### config.mk
export PLATFORM = sky130hd
export DESIGN_NAME = backplane_bus_master_port
export DESIGN_NICKNAME = d
export VERILOG_FILES = /design/src/hdl/bpbus_pkg.sv /design/src/hdl/backplane_bus_master_port.sv
export SDC_FILE = /design/constraint.sdc
export NUM_CORES = 1
export LEC_CHECK = 0
export BUFFER_PORTS_ARGS = -buffer_cell sky130_fd_sc_hd__buf_2
export CORE_MARGIN = 3
export CORE_UTILIZATION = 46
export CTS_CLUSTER_DIAMETER = 50
export DETAILED_ROUTE_END_ITERATION = 7
export PLACE_DENSITY = 0.76
export REMOVE_ABC_BUFFERS = 1
export SYNTH_ARGS = -nofsm -noshare
export SYNTH_HDL_FRONTEND = slang
export SYNTH_SLANG_ARGS = --single-unit
### constraint.sdc
create_clock -name core_clk_in -period 3.67 [get_ports core_clk_in]
set_input_delay 0 -clock core_clk_in [delete_from_list [all_inputs] [get_ports core_clk_in]]
set_output_delay 0 -clock core_clk_in [all_outputs]
set_load 0.01 [all_outputs]
### src/hdl/bpbus_pkg.sv
// Constants shared by the backplane bus master port
package bpbus_pkg;

  // ----------------------------------------------------------------
  // Bus geometry
  // ----------------------------------------------------------------
  localparam int ADDR_W = 22;        // Full physical address width
  localparam int DATA_W = 16;        // Multiplexed address/data part
  localparam int IRQ_W = 4;          // Interrupt request levels 4..7
  localparam int DMA_REQ_W = 4;      // Internal DMA requester count

  // ----------------------------------------------------------------
  // Timing
  // ----------------------------------------------------------------
  localparam int CLK_HZ = 50_000_000;         // Core clock rate
  localparam int TIMEOUT_NS = 10_000;         // No-reply limit, 10 us
  // Longest time rounds down to whole microseconds before scaling to cycles
  localparam int TIMEOUT_CYC = (TIMEOUT_NS / 1000) * (CLK_HZ / 1_000_000);
  localparam int TMO_W = 10;                  // Timeout counter width
  localparam int SYNC_STAGES = 3;             // Pin input synchroniser

  // ----------------------------------------------------------------
  // Cycle kinds requested by the core
  // ----------------------------------------------------------------
  typedef enum logic [2:0] {
    word_read_cycle,
    word_write_cycle,
    byte_write_cycle,
    rmw_word_cycle,
    rmw_byte_cycle,
    block_read_cycle,
    block_write_cycle
  } cycle_kind_e;

  // Arbitration grant holder codes
  localparam logic [1:0] GRANT_NONE = 2'h0;
  localparam logic [1:0] GRANT_IRQ = 2'h1;
  localparam logic [1:0] GRANT_DMA = 2'h2;

endpackage

### src/hdl/backplane_bus_master_port.sv
// Backplane bus master port: cycle engine, arbiter, chain sources
module backplane_bus_master_port
  import bpbus_pkg::*;
#(
  parameter int TIMEOUT_CYCLES = TIMEOUT_CYC   // Reply limit in cycles
)
(
  input wire logic core_clk_in,
  input wire logic rst_in,
  // Core request side
  input wire logic req_valid_in,
  input wire bpbus_pkg::cycle_kind_e req_kind_in,
  input wire logic [bpbus_pkg::ADDR_W-1:0] req_addr_in,
  input wire logic [bpbus_pkg::DATA_W-1:0] req_wdata_in,
  input wire logic req_byte_hi_in,
  input wire logic req_last_in,
  output logic req_ready_out,
  output logic rdata_valid_out,
  output logic [bpbus_pkg::DATA_W-1:0] rdata_out,
  output logic done_out,
  output logic timeout_err_out,
  output logic irq_pending_out,
  // Multiplexed address/data, active low, three-signal form
  input wire logic [bpbus_pkg::ADDR_W-1:0] mux_addr_data_line_n_in,
  output logic [bpbus_pkg::ADDR_W-1:0] mux_addr_data_line_n_out,
  output logic [bpbus_pkg::ADDR_W-1:0] mux_addr_data_line_oe_out,
  // Transfer control, driven by the master; reply received from the slave
  output logic cycle_sync_n_out,
  output logic cycle_sync_oe_out,
  output logic data_in_strobe_n_out,
  output logic data_in_strobe_oe_out,
  output logic data_out_strobe_n_out,
  output logic data_out_strobe_oe_out,
  output logic write_byte_flag_n_out,
  output logic write_byte_flag_oe_out,
  output logic io_page_select_n_out,
  output logic io_page_select_oe_out,
  output logic refresh_or_block_flag_n_out,
  output logic refresh_or_block_flag_oe_out,
  input wire logic slave_reply_n_in,
  // System control, received; bus initialize driven
  input wire logic halt_request_n_in,
  input wire logic external_event_line_n_in,
  input wire logic dc_power_good_n_in,
  input wire logic ac_power_good_n_in,
  output logic bus_initialize_n_out,
  output logic bus_initialize_oe_out,
  // Interrupt and DMA chains
  input wire logic [bpbus_pkg::IRQ_W-1:0] int_request_n_in,
  output logic int_ack_chain_out_n_out,
  input wire logic irq_ack_in,
  input wire logic dma_request_n_in,
  input wire logic dma_select_ack_n_in,
  output logic dma_grant_chain_out_n_out,
  output logic dma_active_out
);

  // ----------------------------------------------------------------
  // Pin synchronisers
  // ----------------------------------------------------------------
  localparam int NSYNC = 7 + IRQ_W;  // Power-good pin sits on top
  logic [NSYNC-1:0] pin_raw;    // Raw asynchronous pins
  logic [NSYNC-1:0] s1_q;       // First stage, read by s2 only
  logic [NSYNC-1:0] s2_q;
  logic [NSYNC-1:0] s3_q;
  logic [NSYNC-1:0] stab_q;     // Accepted levels
  logic [NSYNC-1:0] stab_d;
  logic [DATA_W-1:0] rd1_q;     // Read data capture stages
  logic [DATA_W-1:0] rd2_q;

  assign pin_raw = {ac_power_good_n_in, int_request_n_in, dma_request_n_in,
                    dma_select_ack_n_in, halt_request_n_in,
                    external_event_line_n_in, dc_power_good_n_in,
                    slave_reply_n_in};

  // Accept a change only when stages two and three agree
  always_comb
  begin
    for (int i = 0; i < NSYNC; i++)
    begin
      stab_d[i] = (s2_q[i] == s3_q[i]) ? s3_q[i] : stab_q[i];
    end
  end

  // Idle level is negated high, so pin stages reset to all ones
  always_ff @(posedge core_clk_in or posedge rst_in)
  begin
    if (rst_in)
    begin
      s1_q <= '1;
      s2_q <= '1;
      s3_q <= '1;
      stab_q <= '1;
      rd1_q <= '0;
      rd2_q <= '0;
    end
    else
    begin
      s1_q <= pin_raw;
      s2_q <= s1_q;
      s3_q <= s2_q;
      stab_q <= stab_d;
      rd1_q <= ~mux_addr_data_line_n_in[DATA_W-1:0];
      rd2_q <= rd1_q;
    end
  end

  // Active-high views of the accepted levels
  logic reply;
  logic dma_req;
  logic dma_sack;
  logic [IRQ_W-1:0] irq_req;
  logic halt_req;
  assign reply = ~stab_q[0];
  assign halt_req = ~stab_q[3];
  assign dma_sack = ~stab_q[4];
  assign dma_req = ~stab_q[5];
  assign irq_req = ~stab_q[NSYNC-2:6];

  // ----------------------------------------------------------------
  // Cycle engine
  // ----------------------------------------------------------------
  typedef enum logic [2:0] {
    st_idle, st_addr, st_strobe, st_wait_rel, st_release
  } eng_state_e;

  // Is this kind a read in its first data phase
  function automatic logic kind_reads(input cycle_kind_e k);
    return (k == word_read_cycle) || (k == rmw_word_cycle) ||
           (k == rmw_byte_cycle) || (k == block_read_cycle);
  endfunction

  // Does this kind go on with a write phase after the read
  function automatic logic kind_rmw(input cycle_kind_e k);
    return (k == rmw_word_cycle) || (k == rmw_byte_cycle);
  endfunction

  eng_state_e st_q, st_d;
  cycle_kind_e kind_q, kind_d;
  logic rmw_wr_q, rmw_wr_d;           // In write half of rmw
  logic last_q, last_d;               // Final word of a block
  logic [ADDR_W-1:0] ad_q, ad_d;      // Value on address/data lines
  logic [ADDR_W-1:0] adoe_q, adoe_d;
  logic sync_q, sync_d;
  logic din_q, din_d;
  logic dout_q, dout_d;
  logic wtbt_q, wtbt_d;
  logic bs7_q, bs7_d;
  logic blk_q, blk_d;
  logic [TMO_W-1:0] tmo_q, tmo_d;
  logic rdv_q, rdv_d;
  logic [DATA_W-1:0] rdat_q, rdat_d;
  logic done_q, done_d;
  logic terr_q, terr_d;
  logic rdy_q, rdy_d;
  logic timed_out;
  logic dma_active_q, dma_active_d;   // A DMA device holds the bus

  // Timer runs from cycle start; reaching the limit aborts
  // The limit is a parameter so it can exceed slow slaves
  assign timed_out = (tmo_q >= TMO_W'(TIMEOUT_CYCLES));

  always_comb
  begin
    st_d = st_q;
    kind_d = kind_q;
    rmw_wr_d = rmw_wr_q;
    last_d = last_q;
    ad_d = ad_q;
    adoe_d = adoe_q;
    sync_d = sync_q;
    din_d = din_q;
    dout_d = dout_q;
    wtbt_d = wtbt_q;
    bs7_d = bs7_q;
    blk_d = blk_q;
    tmo_d = (st_q == st_idle) ? '0 : tmo_q + TMO_W'(1);
    rdv_d = 1'b0;
    rdat_d = rdat_q;
    done_d = 1'b0;
    terr_d = terr_q;
    rdy_d = 1'b0;
    case (st_q)
      // Only the master starts a cycle, and only while no DMA device holds the bus
      st_idle:
      begin
        rdy_d = ~dma_active_q;
        if (req_valid_in && rdy_q && !dma_active_q)
        begin
          kind_d = req_kind_in;
          rmw_wr_d = 1'b0;
          last_d = req_last_in;
          ad_d = req_addr_in;
          adoe_d = '1;
          wtbt_d = !kind_reads(req_kind_in);
          bs7_d = &req_addr_in[ADDR_W-1:13];
          terr_d = 1'b0;
          st_d = st_addr;
        end
      end
      // Address is on the lines; assert sync and hold it
      st_addr:
      begin
        sync_d = 1'b1;
        st_d = st_strobe;
      end
      // Drop address, raise the data strobe for this phase
      st_strobe:
      begin
        bs7_d = 1'b0;
        blk_d = (kind_q == block_read_cycle) ||
                (kind_q == block_write_cycle);
        if (kind_reads(kind_q) && !rmw_wr_q)
        begin
          adoe_d = '0;
          din_d = 1'b1;
        end
        else
        begin
          ad_d = {{(ADDR_W-DATA_W){1'b0}}, req_wdata_in};
          adoe_d = {{(ADDR_W-DATA_W){1'b0}}, {DATA_W{1'b1}}};
          wtbt_d = (kind_q == byte_write_cycle) ||
                   (kind_q == rmw_byte_cycle);
          dout_d = 1'b1;
        end
        st_d = st_wait_rel;
      end
      // Interlock: stay until the slave's reply has come and gone, or time runs out
      st_wait_rel:
      begin
        if (timed_out)
        begin
          terr_d = 1'b1;
          st_d = st_release;
        end
        else if (reply && (din_q || dout_q))
        begin
          if (din_q)
          begin
            rdat_d = rd2_q;
            rdv_d = 1'b1;
          end
          din_d = 1'b0;
          dout_d = 1'b0;
        end
        else if (!reply && !din_q && !dout_q)
        begin
          // Reply gone; choose the next phase of this cycle
          if (kind_rmw(kind_q) && !rmw_wr_q)
          begin
            rmw_wr_d = 1'b1;
            st_d = st_strobe;
          end
          else if (blk_q && !last_q)
          begin
            last_d = req_last_in;
            st_d = st_strobe;
          end
          else
          begin
            st_d = st_release;
          end
        end
      end
      // Let every driven line float back to negated high
      st_release:
      begin
        sync_d = 1'b0;
        din_d = 1'b0;
        dout_d = 1'b0;
        wtbt_d = 1'b0;
        bs7_d = 1'b0;
        blk_d = 1'b0;
        adoe_d = '0;
        ad_d = '0;
        done_d = 1'b1;
        st_d = st_idle;
      end
      default:
      begin
        st_d = st_idle;
      end
    endcase
  end

  // Engine registers
  always_ff @(posedge core_clk_in or posedge rst_in)
  begin
    if (rst_in)
    begin
      st_q <= st_idle;
      kind_q <= word_read_cycle;
      rmw_wr_q <= 1'b0;
      last_q <= 1'b0;
      ad_q <= '0;
      adoe_q <= '0;
      sync_q <= 1'b0;
      din_q <= 1'b0;
      dout_q <= 1'b0;
      wtbt_q <= 1'b0;
      bs7_q <= 1'b0;
      blk_q <= 1'b0;
      tmo_q <= '0;
      rdv_q <= 1'b0;
      rdat_q <= '0;
      done_q <= 1'b0;
      terr_q <= 1'b0;
      rdy_q <= 1'b0;
    end
    else
    begin
      st_q <= st_d;
      kind_q <= kind_d;
      rmw_wr_q <= rmw_wr_d;
      last_q <= last_d;
      ad_q <= ad_d;
      adoe_q <= adoe_d;
      sync_q <= sync_d;
      din_q <= din_d;
      dout_q <= dout_d;
      wtbt_q <= wtbt_d;
      bs7_q <= bs7_d;
      blk_q <= blk_d;
      tmo_q <= tmo_d;
      rdv_q <= rdv_d;
      rdat_q <= rdat_d;
      done_q <= done_d;
      terr_q <= terr_d;
      rdy_q <= rdy_d;
    end
  end

  // ----------------------------------------------------------------
  // Arbiter and chain sources
  // ----------------------------------------------------------------
  // Grants are given only while our own engine is idle, but only a DMA select ack
  // holds off our cycles; DMA beats interrupts unless a core request is up.
  logic [1:0] grant_q, grant_d;
  logic irqp_q, irqp_d;               // Registered pending view
  logic iak_q, iak_d;
  logic dmg_q, dmg_d;
  logic init_q, init_d;

  always_comb
  begin
    grant_d = grant_q;
    dma_active_d = dma_active_q;
    case (grant_q)
      GRANT_NONE:
      begin
        if (st_q == st_idle && !req_valid_in && dma_req)
        begin
          grant_d = GRANT_DMA;
        end
        else if (st_q == st_idle && irq_ack_in && |irq_req)
        begin
          grant_d = GRANT_IRQ;
        end
      end
      GRANT_DMA:
      begin
        // Selected device takes over; hold off our cycles
        if (dma_sack)
        begin
          dma_active_d = 1'b1;
        end
        else if (dma_active_q || !dma_req)
        begin
          dma_active_d = 1'b0;
          grant_d = GRANT_NONE;
        end
      end
      GRANT_IRQ:
      begin
        if (!irq_ack_in)
        begin
          grant_d = GRANT_NONE;
        end
      end
      default:
      begin
        grant_d = GRANT_NONE;
      end
    endcase
    // Chains leave from our output pins only
    iak_d = (grant_d == GRANT_IRQ);
    dmg_d = (grant_d == GRANT_DMA) && !dma_sack && !dma_active_d;
    // Initialize while either supply still reads not good (line high)
    init_d = stab_q[1] | stab_q[NSYNC-1];
    // Pending interrupt, masked while a halt is requested
    irqp_d = |irq_req & ~halt_req;
  end

  // Arbiter registers
  always_ff @(posedge core_clk_in or posedge rst_in)
  begin
    if (rst_in)
    begin
      grant_q <= GRANT_NONE;
      dma_active_q <= 1'b0;
      iak_q <= 1'b0;
      dmg_q <= 1'b0;
      init_q <= 1'b1;
      irqp_q <= 1'b0;
    end
    else
    begin
      grant_q <= grant_d;
      dma_active_q <= dma_active_d;
      iak_q <= iak_d;
      dmg_q <= dmg_d;
      init_q <= init_d;
      irqp_q <= irqp_d;
    end
  end

  // ----------------------------------------------------------------
  // Pin outputs: low when asserted, enable only while driving
  // ----------------------------------------------------------------
  assign mux_addr_data_line_n_out = ~ad_q;
  assign mux_addr_data_line_oe_out = adoe_q & ad_q;
  assign cycle_sync_n_out = ~sync_q;
  assign cycle_sync_oe_out = sync_q;
  assign data_in_strobe_n_out = ~din_q;
  assign data_in_strobe_oe_out = din_q;
  assign data_out_strobe_n_out = ~dout_q;
  assign data_out_strobe_oe_out = dout_q;
  assign write_byte_flag_n_out = ~wtbt_q;
  assign write_byte_flag_oe_out = wtbt_q;
  assign io_page_select_n_out = ~bs7_q;
  assign io_page_select_oe_out = bs7_q;
  assign refresh_or_block_flag_n_out = ~blk_q;
  assign refresh_or_block_flag_oe_out = blk_q;
  assign bus_initialize_n_out = ~init_q;
  assign bus_initialize_oe_out = init_q;
  assign int_ack_chain_out_n_out = ~iak_q;
  assign dma_grant_chain_out_n_out = ~dmg_q;
  assign dma_active_out = dma_active_q;
  assign req_ready_out = rdy_q;
  assign rdata_valid_out = rdv_q;
  assign rdata_out = rdat_q;
  assign done_out = done_q;
  assign timeout_err_out = terr_q;
  assign irq_pending_out = irqp_q;

endmodule

==> results of run 1 <==
[Yosys cell counts, drive strengths merged, types with 3 or more instances]
cell / count
xnor2: 4
nand2: 15
mux2: 19
nand3: 6
o31ai: 3
o21ai: 7
maj3: 10
nand4: 6
a31oi: 3
xor2: 9
nor2: 18
and2: 24
dfstp: 41
mux2i: 23
o211a: 3
clkbuf: 7
a22oi: 18
buf: 6
a21oi: 6
dfrtp: 106
inv: 55
[worst reg2reg max path, stage by stage (launching register included)]
cell	delay, ps
dfrtp_1	530
nor3b_2	730
nor2_2	350
buf_4	280
a22oi_1	140
dlygate4sd3_1	570
mux2i_1	70
[timing repair]
item	in CTS	in global routing
hold buffers	72	0
hold endpoints to repair	161	0
endpoints found under the setup margin	0	0
[how the worst max path moves through the flow]
stage	startpoint	to	depth (start not counted)
floorplan	rst_in	ad_q[0]$_DFFE_PP0P_	1
global placement	st_q[2]$_DFFE_PP0P_	ad_q[0]$_DFFE_PP0P_	5
detailed placement	st_q[2]$_DFFE_PP0P_	ad_q[14]$_DFFE_PP0P_	5
CTS	st_q[2]$_DFFE_PP0P_	ad_q[0]$_DFFE_PP0P_	6
global route	st_q[2]$_DFFE_PP0P_	ad_q[13]$_DFFE_PP0P_	6
finish	st_q[2]$_DFFE_PP0P_	ad_q[0]$_DFFE_PP0P_	6
[stage by stage]
step	TNS (ps)	cell area, um2	hold WS [ps]	util [%]	setup WS (ps)
final	0	7810	15.1	67.2	844
after global routing	0	7810	38.4	67.2	609
after CTS	0	7810	2.80	67.2	878
after detailed placement	0	6520	106	56.1	1390
after global placement	0	6520	105	56.1	1460
after floorplan	-22630	5520	4.48	-	-213
[metal layers]
layer	share of wire [%]	track usage (%)	vias to the layer above
li1	-	-	1902
met1	41	23.4	1944
met2	50	34.1	158
met3	6.4	5.75	32
met4	2.9	9.74	0
met5	0	0	-
[power by group through the flow]
| stage | Clock [mW] | Sequential (mW) | Combinational [mW] |
|---|---|---|---|
| after floorplan | 0 | 2.34 | 1.14 |
| after global placement | 0 | 2.32 | 1.82 |
| after detailed placement | 0 | 2.35 | 1.88 |
| after CTS | 1.68 | 2.33 | 2.05 |
| after global routing | 1.75 | 2.39 | 2.27 |
| final | 1.64 | 2.33 | 2.05 |
[cell type report]
class | instances | area (um2)
Clock inverter | 13 | 125
Clock buffer | 19 | 443
Inverter | 55 | 211
Multi-Input combinational cell | 212 | 1600
Sequential cell | 147 | 3730
Fill cell | 805 | 3800
Timing Repair Buffer | 230 | 1520
Tap cell | 143 | 179
[kinds of logic after synthesis]
family / count (synthesis) / synth area share (%)
flip-flops: 147 / 66.8
AO/OA/AOI/OAI: 55 / 7.13
adder cells (fa/ha/maj): 12 / 2.24
buffers and inverters: 68 / 4.82
XOR/XNOR: 13 / 2.04
AND/OR/NAND/NOR: 90 / 8.97
multiplexers: 42 / 7.96
[state kept, by name, summed over array words and instances (netlist names), 2 cells and up]
signal     flops
ad_q          22
rd1_q         16
rd2_q         16
rdata_out     16
s1_q          10
s2_q          10
s3_q          10
stab_q        10
tmo_q         10
kind_q         3
st_q           3
adoe_q         2
grant_q        2
==> flow_summary.toml, run 1 <==
[run_status]
status = "completed"

[critical_path]
crit_path_start_kind = "flip-flop"
endpoint_kind = "flip-flop"
path_buf_inv = 2
worst_path_max_delay_cell = "nor3b_2"
cp.arrival_ps = 3090
worstReg2RegStart = "st_q[2]$_DFFE_PP0P_"
cp_cell_sequence = "nor3b_2, nor2_2, buf_4, a22oi_1, dlygate4sd3_1, mux2i_1"
critPathMaxFanout = 16
r2r_slack_ps = 840
r2r-end = "ad_q[0]$_DFFE_PP0P_"
crit_family = "simple AND/OR/NAND/NOR gates"
required_ps = 3930
slowest_delay_ps = 730
worstSetupPathType = "reg -> reg"
worstRegToRegCells = 6

[sta]
hold_viol = 0
finalSetupViolations = 0
worst_slew_pin_slew_ps = 1040
min_period_ps = 2830
relSlewSlack_pct = 31.0
skew_ps = 8.20
rsz0062_at_grt = "false"
max_freq_mhz = 354
finalMaxSlewViolations = 0
min_period_over_period_pct = 77.0

[yosys]
yosysWarnings = 0
synth_top_area_share_pct = 47.5
ys.flop_type = "dfrtp_1"
netlist_instances = 427
yosysUniqueCellTypes = 52
syn_area_per_cell_um2 = 13.1
yosysSeqAreaShare_pct = 66.8
syn_area_um2 = 5580
synth_edf_count = 0
ys_seq_elements = 147
yosys.area.top_type = "dfrtp_1"
async_reset_ff_share_pct = 100
synthTopCellsByArea = "dfrtp_1 48%, dfstp_2 19%, mux2i_1 4.1%, mux2_2 3.8%, inv_1 3.7%"

[die]
dieHeight_um = 116
dieWidth_um = 116
dieArea_um2 = 13500
initial_utilization_pct = 48.0
io_pins = 162
core_um2 = 11600
std_cell_rows = 39

[power_and_ir_drop]
max-vdd-ir-drop_mv = 0.574
p_sw_share_pct = 34.1
clkPwrFrac_pct = 27.2
p_leak_nw = 3.81
power.switching_mw = 2.05
pwr-share-comb_pct = 34.0
power.internal_mw = 3.97
powerDensity_nw_per_um2 = 771
finalPower_mw = 6.02
pwr-share-seq_pct = 38.8

[job]
drv_cap = 0

[placement]
place_congestion = 0.817
portBuffers = 153
dpl.cell_count = 715
detailed_place_hpwl_um = 7750

[global_routing]
grt_start_max_net_pins = 120
grt_pass1_wl_um = 20600
track_usage_pct = 20.0
grt_pass1_vias = 4300
antenna_found_initial = 0
overflow = 0

[clocking]
cts-buffers-inserted = 17
clock_path_buffers = 2
postCtsSetupRepairBufs = 0
cts-resized-gates = 0
cts_tree = "done"
clk_latency_ps = 420
cts_sinks = 147
cts_max_level = 4
clk_pin_slew_ps = 60
ctsRootBufferMaster = "clkbuf_16"

[detailed_routing]
routed_wl_um = 12500
drtIter0Drc = 154
wl_per_cell_um = 15.3
antenna_left = 0
vias_per_cell = 4.93
vias = 4036
drcViolationCount = 0
drtPass1Iterations = 4

[hold_path]
holdCritPathClass = "in -> reg"
hold_path_depth = 5
hold_path_end = "io_page_select_oe_out$_DFFE_PP0P_"
hp-start = "req_addr_in[13]"

[final_layout]
mostFrequentLayoutCell = "buf_2"
layout_common_cells = "153 x buf_2, 106 x dfrtp_1, 72 x dlygate4sd3_1, 54 x inv_1, 41 x dfstp_2"
nNetsFinal = 745
fin_cells = 819
drive_gt1_share_pct = 37.9
syn2layout_area_growth_pct = 39.9
antenna_cells = 0
Power figures use the tool's default switching activity.
==> run 2: changes to the inputs <==
ABC_AREA = 1   (was not set)
CORE_UTILIZATION = 47   (was 46)
PLACE_DENSITY = 0.77   (was 0.76)
clock period = 2.3 ns   (was 3.67 ns; I/O delays follow)
==> flow_summary.toml, run 2 <==
[final_layout]
top_register = "ad_q"
post-route-util_pct = 68.8
nNetsFinal = 908
mostFrequentLayoutCell = "nand2_1"
fill_cells = 802
syn2layout_area_growth_pct = 39.1
layout_common_cells = "161 x nand2_1, 153 x buf_2, 111 x inv_1, 106 x dfrtp_1, 74 x dlygate4sd3_1"
drive_gt1_share_pct = 31.3
fin_cells = 984
stdcell_area_um2 = 8060
largest_reg_flops = 22

[detailed_routing]
routed_wl_um = 14700
drtIter0Drc = 323
drtPass1Iterations = 5
met2_length_um = 7640
highest-signal-layer = "met4"
drcViolationCount = 0
vias_per_cell = 4.99
antenna_left = 0
wl_per_cell_um = 14.9
wl_met1_um = 5320
vias = 4909
route.met3.wl_um = 817

[clocking]
cts_sinks = 147
clock_path_buffers = 2
clk_latency_ps = 420
cts_tree = "done"
ctsRootBufferMaster = "clkbuf_16"
cts-buffers-inserted = 17
clk_pin_slew_ps = 60
cts_max_level = 4

[yosys]
ys.flop_type = "dfrtp_1"
async_reset_ff_share_pct = 100
synth_top_area_share_pct = 45.8
syn_area_per_cell_um2 = 9.86
synthTopCellsByArea = "dfrtp_1 46%, dfstp_2 19%, nand2_1 10%, inv_1 7.3%, o21ai_0 3.6%"
synthMostInstantiatedCell = "nand2_1"
netlist_instances = 587
yosysWarnings = 0
ys_seq_elements = 147
syn_area_um2 = 5790
yosysUniqueCellTypes = 33
synth_common_cells = "161 x nand2_1, 112 x inv_1, 106 x dfrtp_1"
yosys.area.top_type = "dfrtp_1"
yosysSeqAreaShare_pct = 64.4
synth_edf_count = 0

[global_routing]
track_usage_pct = 22.6
antenna_found_initial = 0
grt_pass1_vias = 5116
overflow = 0
grt_pass1_wl_um = 23800
grt_start_max_net_pins = 82

[run_status]
status = "completed"

[placement]
portBuffers = 153
dpl_cell_area_um2 = 6720
detailed_place_hpwl_um = 8580
dpl.cell_count = 876
place_congestion = 0.841
post-place-ws_ps = 368

[critical_path]
critPathMaxFanout = 26
crit_path_start_kind = "flip-flop"
endpoint_kind = "flip-flop"
worstSetupPathType = "reg -> reg"
required_ps = 2560
cp.arrival_ps = 2470

[die]
dieArea_um2 = 13700
initial_utilization_pct = 49.4
std_cell_rows = 39
core_um2 = 11700
dieHeight_um = 117
dieWidth_um = 117
io_pins = 162

[job]
drv_cap = 0

[sta]
finalSetupViolations = 0
relSlewSlack_pct = 54.8
max_freq_mhz = 453
min_period_over_period_pct = 95.9
holdWs_ps = 222
finalMaxSlewViolations = 0
min_period_ps = 2210
worst_slew_pin_slew_ps = 677
hold_viol = 0
finalSetupTns_ps = 0
skew_ps = 9.11
rsz0062_at_grt = "false"
postLayoutSetupSlackWorst_ps = 93.4

[hold_path]
holdCritPathClass = "in -> reg"

[power_and_ir_drop]
finalPower_mw = 9.73
max-vdd-ir-drop_mv = 0.712
p_leak_nw = 4.21
powerDensity_nw_per_um2 = 1210
run 2: changes by cell type in the layout (fill, tap and decap cells not counted), moves of 5 or more:
cell,delta
o21ai_2,+11
o21ai_0,+35
nor2_1,+5
a21oi_1,+9
xor2_1,-9
a22oi_1,-18
inv_1,+57
and2_1,-23
mux2i_1,-23
nand3_1,+9
nand2_1,+146
mux2_2,-19
run 2: worst paths after layout:
check                      cells after the start                 from  slack [ps]               endpoint
setup / recovery                              10  st_q[2]$_DFFE_PP0P_          90   ad_q[13]$_DFFE_PP0P_
hold / removal                                 2  int_request_n_in[1]         220      s1_q[7]$_DFF_PP1_
setup reg to reg                              10  st_q[2]$_DFFE_PP0P_          90   ad_q[13]$_DFFE_PP0P_
hold reg to reg                                0   rd1_q[3]$_DFF_PP0_         350     rd2_q[3]$_DFF_PP0_
max in group asynchronous                      4               rst_in        1290  stab_q[0]$_DFFE_PP1N_
min in group asynchronous                      3               rst_in         240     rd1_q[1]$_DFF_PP0_
run 2: cell families (layout without fill, tap and decap cells):
kind of cell,Yosys count,after routing,share of synthesized area [%]
buffers and inverters,130,382,9.03
AND/OR/NAND/NOR,227,227,17.5
adder cells (fa/ha/maj),12,12,2.16
other,0,2,0
flip-flops,147,147,64.4
AO/OA/AOI/OAI,71,71,6.92
run 2: per-layer routing:
layer | up-vias | global-route usage, %
li1 | 2275 | -
met1 | 2317 | 26.0
met2 | 224 | 36.8
met3 | 93 | 5.45
met4 | 0 | 16.2
met5 | - | 0
run 2: power by group:
group	internal, mW	total, mW	switching [mW]
clock	1.55	2.68	1.13
combinational	1.33	3.47	2.14
sequential	3.19	3.58	0.386
total	6.07	9.73	3.66
run 2: cell type report:
cell class | instances | area (um2) | area share (%)
inverter | 116 | 440 | 5.47
antenna | 2 | 5.00 | 0.0621
timing repair buffer | 234 | 1580 | 19.6
multi-input combinational | 310 | 1540 | 19.1
clock buffer | 19 | 443 | 5.50
sequential | 147 | 3730 | 46.3
tap | 143 | 179 | 2.22
clock inverter | 13 | 138 | 1.71
run 2: worst max-delay path, stage by stage, from the launching register on:
cell and delay, ps:
dfrtp_1 430, inv_2 140, nand2_4 70, nor2_4 220
nor2_8 70, buf_6 180, nand2_1 90, nand2_1 60
dlygate4sd3_1 570, nand2_1 70, o21ai_0 130
run 2: what timing repair did:
item                                    4_1_cts  5_1_grt
endpoints found under the setup margin        0        2
hold buffers                                 74        0
hold endpoints to repair                    109        0
resized for setup                             0        3
setup buffers                                 0        0
==> run 3: changes to the inputs <==
RECOVER_POWER = 100   (was not set)
==> flow_summary.toml, run 3 (same netlist as run 2, synthesis figures left out) <==
[global_routing]
busiest_layer = "met2"
antenna_found_initial = 0
track_usage_pct = 22.6
grt_start_max_net_pins = 82
use_met1_pct = 26.0
grt_use_met3_pct = 5.45
overflow = 0
grt_pass1_wl_um = 23800
grtUsageMet2_pct = 36.8
grt_pass1_vias = 5116

[final_layout]
stdcell_area_um2 = 7890
top_register = "ad_q"
nNetsFinal = 908
layout_common_cells = "161 x nand2_1, 113 x inv_1, 106 x dfrtp_1, 85 x clkbuf_1, 74 x dlygate4sd3_1"
fill_cells = 880
mostFrequentLayoutCell = "nand2_1"
largest_reg_flops = 22
drive_gt1_share_pct = 18.7
syn2layout_area_growth_pct = 36.2

[power_and_ir_drop]
p_sw_share_pct = 38.1
clkPwrFrac_pct = 28.3
finalPower_mw = 9.50
pwr-share-seq_pct = 37.7
power.internal_mw = 5.88
power.switching_mw = 3.62
max-vdd-ir-drop_mv = 0.681
pwr-share-comb_pct = 34.1
p_leak_nw = 3.92
powerDensity_nw_per_um2 = 1200

[clocking]
clk_pin_slew_ps = 60
cts_max_level = 4
cts_sinks = 147
ctsRootBufferMaster = "clkbuf_16"
cts_tree = "done"
cts-buffers-inserted = 17
clock_path_buffers = 2
postCtsSetupRepairBufs = 0
clk_latency_ps = 420

[detailed_routing]
antenna_left = 0
drtPass1Iterations = 7
vias = 4915
wl_per_cell_um = 15.1
drtIter0Drc = 286
drcViolationCount = 0
routed_wl_um = 14800
vias_per_cell = 4.99

[sta]
relSlewSlack_pct = -6.36
finalMaxSlewViolations = 82
min_period_ps = 2190
rsz0062_at_grt = "false"
worst_slew_pin_slew_ps = 1590
skew_ps = 9.15
postLayoutSetupSlackWorst_ps = 106
finalSetupViolations = 0
max_freq_mhz = 456
min_period_over_period_pct = 95.4
hold_viol = 0

[die]
dieWidth_um = 117
core_um2 = 11700
std_cell_rows = 39
io_pins = 162
dieArea_um2 = 13700
initial_utilization_pct = 49.4
dieHeight_um = 117

[run_status]
status = "finished, violations left"
violations = "capacitance limit, slew limit"

[placement]
place_congestion = 0.841
detailed_place_hpwl_um = 8580
dpl_cell_area_um2 = 6720
portBuffers = 153
post-place-ws_ps = 368

[hold_path]
holdCritPathClass = "in -> reg"

[critical_path]
required_ps = 2570
critPathMaxFanout = 26
crit_path_start_kind = "flip-flop"
cp.arrival_ps = 2460
worstSetupPathType = "reg -> reg"
endpoint_kind = "flip-flop"

[job]
drv_cap = 1
run 3: layer usage:
layer  wire length [um]  vias up
met3                786       93
met1               5510     2316
met2               7630      236
met5                  0        -
met4                917        0
li1                   -     2270
run 3: worst paths after layout:
| check | endpoint | cells after the start | slack [ps] | from |
|---|---|---|---|---|
| max reg2reg | ad_q[13]$_DFFE_PP0P_ | 10 | 110 | st_q[2]$_DFFE_PP0P_ |
| min reg2reg | rd2_q[3]$_DFF_PP0_ | 0 | 350 | rd1_q[3]$_DFF_PP0_ |
| min in group asynchronous | rd1_q[1]$_DFF_PP0_ | 3 | 570 | rst_in |
| max | ad_q[13]$_DFFE_PP0P_ | 10 | 110 | st_q[2]$_DFFE_PP0P_ |
| max in group asynchronous | stab_q[4]$_DFFE_PP1N_ | 4 | 420 | rst_in |
| min | s1_q[7]$_DFF_PP1_ | 2 | 220 | int_request_n_in[1] |
run 3: area by class of cell:
cell class | instances | area, um2 | area share, %
antenna | 2 | 5.00 | 0.0635
clock buffer | 19 | 443 | 5.62
clock inverter | 13 | 138 | 1.75
inverter | 116 | 439 | 5.57
multi-input combinational | 310 | 1500 | 19.0
sequential | 147 | 3730 | 47.3
tap | 143 | 179 | 2.27
timing repair buffer | 234 | 1450 | 18.4
run 3: through the flow:
stage / hold WS, ps / utilization [%] / cells / setup TNS (ps)
after floorplan: 4.48 / - / 573 / -189300
after global placement: 105 / 57.4 / 876 / 0
after detailed placement: 106 / 57.4 / 876 / 0
after CTS: 209 / 68.6 / 982 / 0
after global routing: 209 / 67.3 / 982 / 0
final: 222 / 67.3 / 984 / 0
run 3: worst max-delay path, cell delays in order, from the launching register on:
cell and delay [ps]:
dfrtp_1 430, inv_2 150, nand2_4 70, nor2_4 220
nor2_8 70, buf_6 180, nand2_1 100, nand2_1 60
dlygate4sd3_1 570, nand2_1 70, o21ai_0 120
run 3: what timing repair did:
action,CTS,global route
hold buffers,74,0
setup endpoints to repair,0,2
hold endpoints to repair,109,0
resized for setup,0,3
run 3: power by group through the flow:
stage	logic [mW]	registers, mW	clock network, mW
CTS	3.34	3.56	2.72
global placement	2.95	3.57	0
finish	3.24	3.58	2.69
detailed placement	3.05	3.59	0
global route	3.61	3.65	2.85
floorplan	1.88	3.60	0
